$ cat src/adc_port_pkg.sv
package adc_port_pkg;

    // Clock rates: the block clock is the converter master clock
    localparam int CLK_PERIOD_NS    = 100;
    localparam int MASTER_PERIOD_NS = 100;

    // Widths
    localparam int RESULT_W = 24;
    localparam int CMD_W    = 8;
    localparam int BITCNT_W = 3;
    localparam int TMR_W    = 13;

    // Serial clock stall timeout, in master clock periods
    localparam int STALL_LONG_PERIODS  = 4096;
    localparam int STALL_SHORT_PERIODS = 256;
    localparam int STALL_LONG_CYC      = STALL_LONG_PERIODS * MASTER_PERIOD_NS / CLK_PERIOD_NS;
    localparam int STALL_SHORT_CYC     = STALL_SHORT_PERIODS * MASTER_PERIOD_NS / CLK_PERIOD_NS;

    // Output release after deselect, longest time in master clock periods
    localparam int RELEASE_PERIODS = 5;
    localparam int RELEASE_CYC     = RELEASE_PERIODS * MASTER_PERIOD_NS / CLK_PERIOD_NS;

    // Reset values and the last bit count of a byte
    localparam logic [BITCNT_W-1:0] BITCNT_RST = 3'h0;
    localparam logic [BITCNT_W-1:0] BITCNT_TOP = 3'h7;
    localparam logic [RESULT_W-1:0] RESULT_RST = 24'h00_0000;
    localparam logic [CMD_W-1:0]    CMD_RST    = 8'h00;
    localparam logic [TMR_W-1:0]    TMR_RST    = 13'h0000;

    // Serial pins driven by the host
    typedef struct packed {
        logic sclk;
        logic sdi;
        logic sel_n;
    } spi_in_s;

    // Serial data output with its enable (low = driving)
    typedef struct packed {
        logic sdo;
        logic sdo_oe_n;
    } spi_out_s;

endpackage

$ cat src/adc_serial_port.sv
`timescale 1ns/1ps

// Functional notes
// - Sample input rising, change output falling
// - Select is active low
// - Release data output within five periods
// - Stalled serial clock resets shift state
// - Result ready output is active low
// - Unread result: ready high one period
// - First bit valid before ready falls
// - Conversion start input is active high
// - Reset low two cycles restores state
module adc_serial_port
    import adc_port_pkg::*;
(
    // Clock and reset
    input  wire logic                clk_i,
    input  wire logic                rst_n_i,
    // Serial pins
    input  wire spi_in_s             pins_i,
    output spi_out_s                 pins_o,
    // Conversion control and stall timeout length
    input  wire logic                start_i,
    input  wire logic                short_timeout_i,
    output logic                     conv_run_o,
    // Converter side
    input  wire logic [RESULT_W-1:0] result_i,
    input  wire logic                result_valid_i,
    output logic                     result_ready_n_o,
    // Received command bytes
    output logic [CMD_W-1:0]         rx_data_o,
    output logic                     rx_valid_o
);

    localparam int rel_bound = RELEASE_CYC;

    logic                sclk_q_ff;
    logic                sel_n_q_ff;
    logic [RESULT_W-1:0] tx_sr_ff;
    logic                sdo_ff;
    logic                oe_n_ff;
    logic [CMD_W-1:0]    rx_sr_ff;
    logic [BITCNT_W-1:0] bit_cnt_ff;
    logic [CMD_W-1:0]    rx_data_ff;
    logic                rx_valid_ff;
    logic                ready_n_ff;
    logic                fall_pend_ff;
    logic                run_ff;

    logic [RESULT_W-1:0] nxt_tx_sr;
    logic                nxt_sdo;
    logic                nxt_oe_n;
    logic [CMD_W-1:0]    nxt_rx_sr;
    logic [BITCNT_W-1:0] nxt_bit_cnt;
    logic [CMD_W-1:0]    nxt_rx_data;
    logic                nxt_rx_valid;
    logic                nxt_ready_n;
    logic                nxt_fall_pend;

    logic                selected;
    logic                rise_edge;
    logic                fall_edge;
    logic                stall;

    // Inputs are synchronous to clk_i, so one stage gives the edge history
    assign selected  = !pins_i.sel_n;
    assign rise_edge = selected && pins_i.sclk && !sclk_q_ff;
    assign fall_edge = selected && !pins_i.sclk && sclk_q_ff;

    sclk_stall_timer u_stall (
        .clk_i       (clk_i),
        .rst_n_i     (rst_n_i),
        .armed_i     (selected),
        .sclk_edge_i (pins_i.sclk != sclk_q_ff),
        .short_i     (short_timeout_i),
        .expire_o    (stall)
    );

    always_comb begin
        nxt_tx_sr     = tx_sr_ff;
        nxt_sdo       = sdo_ff;
        nxt_rx_sr     = rx_sr_ff;
        nxt_bit_cnt   = bit_cnt_ff;
        nxt_rx_data   = rx_data_ff;
        nxt_rx_valid  = 1'b0;
        nxt_ready_n   = ready_n_ff;
        nxt_fall_pend = 1'b0;
        // Deselect takes effect at the next edge, well inside the limit
        nxt_oe_n      = pins_i.sel_n;

        // Deselected: pins_i edges never qualify, receive shift state holds
        if (rise_edge) begin
            nxt_rx_sr   = {rx_sr_ff[CMD_W-2:0], pins_i.sdi};
            nxt_bit_cnt = bit_cnt_ff + BITCNT_W'(1);
            if (bit_cnt_ff == BITCNT_TOP) begin
                nxt_rx_data  = {rx_sr_ff[CMD_W-2:0], pins_i.sdi};
                nxt_rx_valid = 1'b1;
            end
        end
        if (fall_edge) begin
            nxt_sdo   = tx_sr_ff[RESULT_W-1];
            nxt_tx_sr = {tx_sr_ff[RESULT_W-2:0], 1'b0};
            // Reading has begun, so the result counts as taken
            nxt_ready_n = 1'b1;
        end
        if (stall) begin
            nxt_bit_cnt = BITCNT_RST;
            nxt_rx_sr   = CMD_RST;
        end

        if (fall_pend_ff) begin
            nxt_ready_n = 1'b0;
        end
        // New result: present bit one now, drop ready a cycle later.
        // A result that was still unread sees ready high for one cycle.
        if (result_valid_i) begin
            nxt_sdo       = result_i[RESULT_W-1];
            nxt_tx_sr     = {result_i[RESULT_W-2:0], 1'b0};
            nxt_ready_n   = 1'b1;
            nxt_fall_pend = 1'b1;
        end
    end

    always_ff @(posedge clk_i) begin
        if (!rst_n_i) begin
            sclk_q_ff    <= 1'b0;
            sel_n_q_ff   <= 1'b1;
            tx_sr_ff     <= RESULT_RST;
            sdo_ff       <= 1'b0;
            oe_n_ff      <= 1'b1;
            rx_sr_ff     <= CMD_RST;
            bit_cnt_ff   <= BITCNT_RST;
            rx_data_ff   <= CMD_RST;
            rx_valid_ff  <= 1'b0;
            ready_n_ff   <= 1'b1;
            fall_pend_ff <= 1'b0;
            run_ff       <= 1'b0;
        end else begin
            sclk_q_ff    <= pins_i.sclk;
            sel_n_q_ff   <= pins_i.sel_n;
            tx_sr_ff     <= nxt_tx_sr;
            sdo_ff       <= nxt_sdo;
            oe_n_ff      <= nxt_oe_n;
            rx_sr_ff     <= nxt_rx_sr;
            bit_cnt_ff   <= nxt_bit_cnt;
            rx_data_ff   <= nxt_rx_data;
            rx_valid_ff  <= nxt_rx_valid;
            ready_n_ff   <= nxt_ready_n;
            fall_pend_ff <= nxt_fall_pend;
            run_ff       <= start_i;
        end
    end

    assign pins_o           = '{sdo: sdo_ff, sdo_oe_n: oe_n_ff};
    assign result_ready_n_o = ready_n_ff;
    assign rx_data_o        = rx_data_ff;
    assign rx_valid_o       = rx_valid_ff;
    assign conv_run_o       = run_ff;

    chk_rise_sample: assert property (@(posedge clk_i) disable iff (!rst_n_i)
        rise_edge && !stall && bit_cnt_ff == BITCNT_TOP
        |=> rx_valid_o && rx_data_o[0] == $past(pins_i.sdi))
        else $error("input bit not taken on rising serial clock");

    chk_fall_shift: assert property (@(posedge clk_i) disable iff (!rst_n_i)
        fall_edge && !result_valid_i |=> pins_o.sdo == $past(tx_sr_ff[RESULT_W-1]))
        else $error("output bit not advanced on falling serial clock");

    chk_select_drive: assert property (@(posedge clk_i) disable iff (!rst_n_i)
        !pins_i.sel_n |=> !pins_o.sdo_oe_n)
        else $error("selected device not driving its data output");

    chk_release_out: assert property (@(posedge clk_i) disable iff (!rst_n_i)
        pins_i.sel_n && !sel_n_q_ff |-> ##[1:rel_bound] pins_o.sdo_oe_n)
        else $error("data output not released after deselect");

    chk_stall_clear: assert property (@(posedge clk_i) disable iff (!rst_n_i)
        stall |=> bit_cnt_ff == BITCNT_RST && rx_sr_ff == CMD_RST)
        else $error("stall did not clear shift state");

    chk_ready_fall: assert property (@(posedge clk_i) disable iff (!rst_n_i)
        result_valid_i ##1 !result_valid_i |=> !result_ready_n_o)
        else $error("ready not driven low after new result");

    chk_ready_pulse: assert property (@(posedge clk_i) disable iff (!rst_n_i)
        result_valid_i && !result_ready_n_o |=> result_ready_n_o)
        else $error("unread result did not pulse ready high");

    chk_first_bit: assert property (@(posedge clk_i) disable iff (!rst_n_i)
        $fell(result_ready_n_o) && !$past(fall_edge)
        |-> $past(pins_o.sdo) == $past(result_i[RESULT_W-1], 2))
        else $error("first result bit not ready before ready fell");

    chk_start_level: assert property (@(posedge clk_i) disable iff (!rst_n_i)
        start_i ##1 start_i |=> conv_run_o)
        else $error("high start input did not run conversions");

    chk_reset_state: assert property (@(posedge clk_i)
        !rst_n_i |=> result_ready_n_o && pins_o.sdo_oe_n && bit_cnt_ff == BITCNT_RST)
        else $error("reset did not restore idle state");

    chk_deselect_hold: assert property (@(posedge clk_i) disable iff (!rst_n_i)
        pins_i.sel_n |=> $stable(bit_cnt_ff) && $stable(rx_sr_ff))
        else $error("shift state changed while deselected");

endmodule // adc_serial_port

$ cat src/sclk_stall_timer.sv
`timescale 1ns/1ps

module sclk_stall_timer
    import adc_port_pkg::*;
(
    // Clock and reset
    input  wire logic clk_i,
    input  wire logic rst_n_i,
    // Control
    input  wire logic armed_i,
    input  wire logic sclk_edge_i,
    input  wire logic short_i,
    // Result
    output logic      expire_o
);

    logic [TMR_W-1:0] cnt_ff;
    logic [TMR_W-1:0] nxt_cnt;
    logic [TMR_W-1:0] limit;

    always_comb begin
        limit   = short_i ? TMR_W'(STALL_SHORT_CYC) : TMR_W'(STALL_LONG_CYC);
        nxt_cnt = cnt_ff;
        if (!armed_i || sclk_edge_i || expire_o) begin
            nxt_cnt = TMR_RST;
        end else begin
            nxt_cnt = cnt_ff + TMR_W'(1);
        end
    end

    // Fires once the level has held for more than the limit
    assign expire_o = armed_i && !sclk_edge_i && (cnt_ff == limit);

    always_ff @(posedge clk_i) begin
        if (!rst_n_i) begin
            cnt_ff <= TMR_RST;
        end else begin
            cnt_ff <= nxt_cnt;
        end
    end

    chk_timer_bound: assert property (@(posedge clk_i) disable iff (!rst_n_i)
        cnt_ff <= limit)
        else $error("stall timer ran past its limit");

endmodule // sclk_stall_timer

$ cat config.mk
export PLATFORM = sky130hd
export DESIGN_NAME = adc_serial_port
export DESIGN_NICKNAME = d
export VERILOG_FILES = /design/src/adc_port_pkg.sv /design/src/adc_serial_port.sv /design/src/sclk_stall_timer.sv
export SDC_FILE = /design/constraint.sdc
export NUM_CORES = 1
export LEC_CHECK = 0
export ABC_AREA = 1
export ABC_CLOCK_PERIOD_IN_PS = 1400
export BUFFER_PORTS_ARGS = -buffer_cell sky130_fd_sc_hd__buf_2
export CORE_UTILIZATION = 50
export DETAILED_ROUTE_END_ITERATION = 10
export GPL_ROUTABILITY_DRIVEN = 0
export GPL_TIMING_DRIVEN = 0
export PLACE_DENSITY = 0.69
export SKIP_LAST_GASP = 1
export SLEW_MARGIN = 30
export SYNTH_ARGS = -nofsm -noshare
export SYNTH_HDL_FRONTEND = slang
export SYNTH_SLANG_ARGS = --single-unit
$ cat constraint.sdc
create_clock -name clk_i -period 1.4 [get_ports clk_i]
set_clock_uncertainty 0.15 [all_clocks]
set_input_delay 0.28 -clock clk_i [delete_from_list [all_inputs] [get_ports clk_i]]
set_output_delay 0.28 -clock clk_i [all_outputs]
set_load 0.05 [all_outputs]
==> flow_summary.rst <==
.. list-table::
   :header-rows: 1

   * - Metric
     - Value
   * - Count of final setup violators
     - 0
   * - Final standard cell area without fillers
     - ~3500 sq um
   * - Area of the core
     - about 5300 sq um
   * - Proportion of synthesized chip area in sequential cells
     - 0.435
   * - Drt total wl
     - approximately 6000 um
   * - Max-capacitance violation count
     - 0
   * - EDFF count, synth
     - 0
   * - Number of different library cells in the post-synthesis netlist
     - 28
   * - Area of combinational cells with multiple inputs
     - 1330 sq um
   * - Worst setup path category
     - flip-flop to flip-flop
   * - H-Tree Depth
     - 3
   * - Met3 usage
     - 0.0619
   * - Area overhead of the layout relative to synthesis
     - 25.5%
   * - CP Data Required Time
     - 1.48 ns
   * - Fill cells
     - around 500
   * - Hold WS
     - 0.0445 ns
   * - Worst-Margin Slew
     - approximately 0.52 ns
   * - Vias in the first global route
     - 2267
   * - Post-layout utilization of the core
     - 0.669
   * - Final-report max-slew violation count
     - 0
   * - Hold Vio Cnt, Final
     - 0
   * - Top cells by area, synth
     - dfxtp_1 43%, nand2_1 14%, inv_1 7.9%
   * - Crit path DAT
     - 1.47 ns
   * - Number of iterations in the first detailed-routing pass
     - 4
   * - Clock buffers created by TritonCTS
     - 9
   * - Ratio of final minimum period to clock period
     - 0.992
   * - Prevailing post-synth register cell
     - dfxtp_1
   * - Number of ports placed on the die boundary
     - between 40 and 50
   * - Total of buffers placed on input and output ports
     - 42
   * - Synthesized instance count
     - 398
   * - Flip-flop and latch area
     - 1230 sq um
   * - Wire length per cell after detailed routing
     - 10.9 um
   * - Unrepaired setup endpoints after global routing
     - yes
   * - Most numerous cell types in the synthesized netlist
     - 108 x nand2_1, 61 x dfxtp_1, 59 x inv_1, 41 x nor2_1, 38 x o21ai_0
   * - Max rail drop VDD
     - 855 uV
   * - Share of async-settable or async-resettable flops after synthesis
     - 0
   * - Global-route congestion overflow total
     - 0
   * - Initial detailed-routing violation count
     - 103
   * - Largest net degree at the start of global routing
     - 11
   * - Post-layout worst setup margin
     - 0.0107 ns
   * - Total chip power
     - 3.71 mW
   * - Routed via count
     - approximately 2600
   * - Static leakage
     - roughly 1.5 nW
   * - Number of warning messages in the yosys log
     - 0
   * - Initial cell density of the core
     - 0.533
   * - Root Buffer Master
     - clkbuf_8
   * - Portion of synthesized cell area occupied by the leading cell type
     - 0.435
   * - Die span in x
     - 77.0 um
   * - Critical path capture point type
     - flip-flop
   * - First-pass GRT wire length
     - 9520 um
   * - Dpl hpwl
     - 3790 um
   * - Ratio of cells with drive above 1 in the final layout
     - 0.253
   * - Number of antenna-violating nets in the routed design
     - 0
   * - Clk_lat worst skew
     - 0.34 ns
   * - Worst setup slack after placement
     - -0.0865 ns
   * - Mapped cell area
     - 2810 sq um
   * - Cell with the most instances after synthesis
     - nand2_1
   * - Maximum operating frequency
     - 0.720 GHz
   * - Number of design rule violations left after detail routing
     - 0
   * - Slew margin rel.
     - 0.651
   * - Sink count of the clock tree
     - slightly above 60
   * - Die outline area
     - 5920 sq um
   * - Register bit count reported by yosys
     - 61
   * - Clock tree from TritonCTS
     - built
   * - Met2 Usage GRT
     - 0.337
   * - Vias per std cell
     - 4.75
   * - Initial antenna violation count
     - 0
   * - Synth Area per Inst
     - 7.06 sq um
   * - Placed Area
     - 3110 sq um
   * - Nets in the synthesized netlist
     - between 400 and 500
   * - Final antenna diode count
     - 0
   * - Met1 usage in global routing
     - 0.238
   * - Standard-cell row count
     - 26
   * - Total Nets Final
     - 499
   * - Max clock buf depth
     - 2
   * - Global Route Usage Sum
     - 0.204
   * - Type of the worst min-delay path
     - primary input to flip-flop
   * - Status
     - complete, no violations
   * - Highest-utilization routing layer at the global route stage
     - met2
   * - Top cell type by total area after synthesis
     - dfxtp_1
   * - Clock-pin slew on the worst setup and hold paths
     - 0.06 ns
   * - Crit path time final
     - 1.39 ns
   * - Areal power density over the cells
     - 1050 nW/um^2
   * - Maximum fanout along the worst path
     - 5
   * - Nature of the critical path startpoint
     - flip-flop
   * - Die height
     - 77.0 um
worst max-delay path: stages (launching register included):
cell and delay [ns]:
dfxtp_4 0.36, inv_2 0.07, ha_4 0.14, nand3_4 0.08, nor2_4 0.14, nand2_2 0.09
nand2_4 0.09, buf_6 0.12, nor2_1 0.04
cell usage in the layout, fill, tap and decap left out, drive strengths merged, types with 4 or more instances in the layout:
master and count:
clkbuf 20, nor2 43, ha 4, nand2 116, nand3 18, a21oi 23, inv 63, xnor2 4
dfxtp 61, o21ai 40, buf 59
cell families (layout without fill, tap and decap cells):
logic type / after synthesis / in the layout / synth area share
flip-flops: 61 / 61 / 0.435
adder cells (fa/ha/maj): 4 / 4 / 0.0178
XOR/XNOR: 7 / 7 / 0.0218
AND/OR/NAND/NOR: 179 / 180 / 0.271
AO/OA/AOI/OAI: 67 / 67 / 0.127
buffers and inverters: 80 / 148 / 0.127
report_power, final:
part           total [mW]  switching (mW)  internal [mW]
sequential           1.81          0.0249           1.79
clock                1.53           0.671          0.857
combinational       0.370           0.214          0.156
total                3.71           0.910           2.80
cell type report:
type	instances	share of cell area
buffer	17	0.0351
sequential	61	0.350
multi-input combinational	258	0.377
clock buffer	11	0.0401
tap	70	0.0248
timing repair buffer	53	0.0923
clock inverter	4	0.0138
inverter	63	0.0671
path summary, 6_finish.rpt:
| kind | start | endpoint | slack (ns) | cells after the start |
|---|---|---|---|---|
| max | u_stall.cnt_ff[0]$_SDFF_PP0_ | u_stall.cnt_ff[4]$_SDFF_PP0_ | 0.01 | 8 |
| min | pins_i[1] | rx_data_o[0]$_SDFFE_PN0P_ | 0.04 | 3 |
| max reg2reg | u_stall.cnt_ff[0]$_SDFF_PP0_ | u_stall.cnt_ff[4]$_SDFF_PP0_ | 0.01 | 8 |
| min reg2reg | tx_sr_ff[22]$_SDFFE_PN0P_ | tx_sr_ff[22]$_SDFFE_PN0P_ | 0.30 | 2 |
metal layers:
layer,up-vias,wire (um)
li1,1358,-
met1,1138,2640
met2,42,2910
met3,13,224
met4,0,94
met5,-,0
state kept, by name (all words and copies together) (netlist names):
signal	cells
conv_run_o	1
u_stall.cnt_ff	13
sdo_ff	1
oe_n_ff	1
rx_sr_ff	7
sclk_q_ff	1
bit_cnt_ff	3
rx_valid_o	1
fall_pend_ff	1
result_ready_n_o	1
rx_data_o	8
tx_sr_ff	23
repair_timing:
action | in CTS | in global routing
gates cloned | 0 | 2
setup endpoints to repair | 22 | 48
hold endpoints to repair | 2 | 0
resized for setup | 6 | 43
pin swaps | 2 | 8
hold buffers | 2 | 0
setup buffers | 1 | 7
stage by stage:
step	instances	setup TNS (ns)
detailed placement	510	-1.10
CTS	528	-0.0332
global route	537	-0.559
global placement	510	-0.904
finish	537	0
floorplan	398	0
No activity file was read; power rests on OpenSTA's default activity.
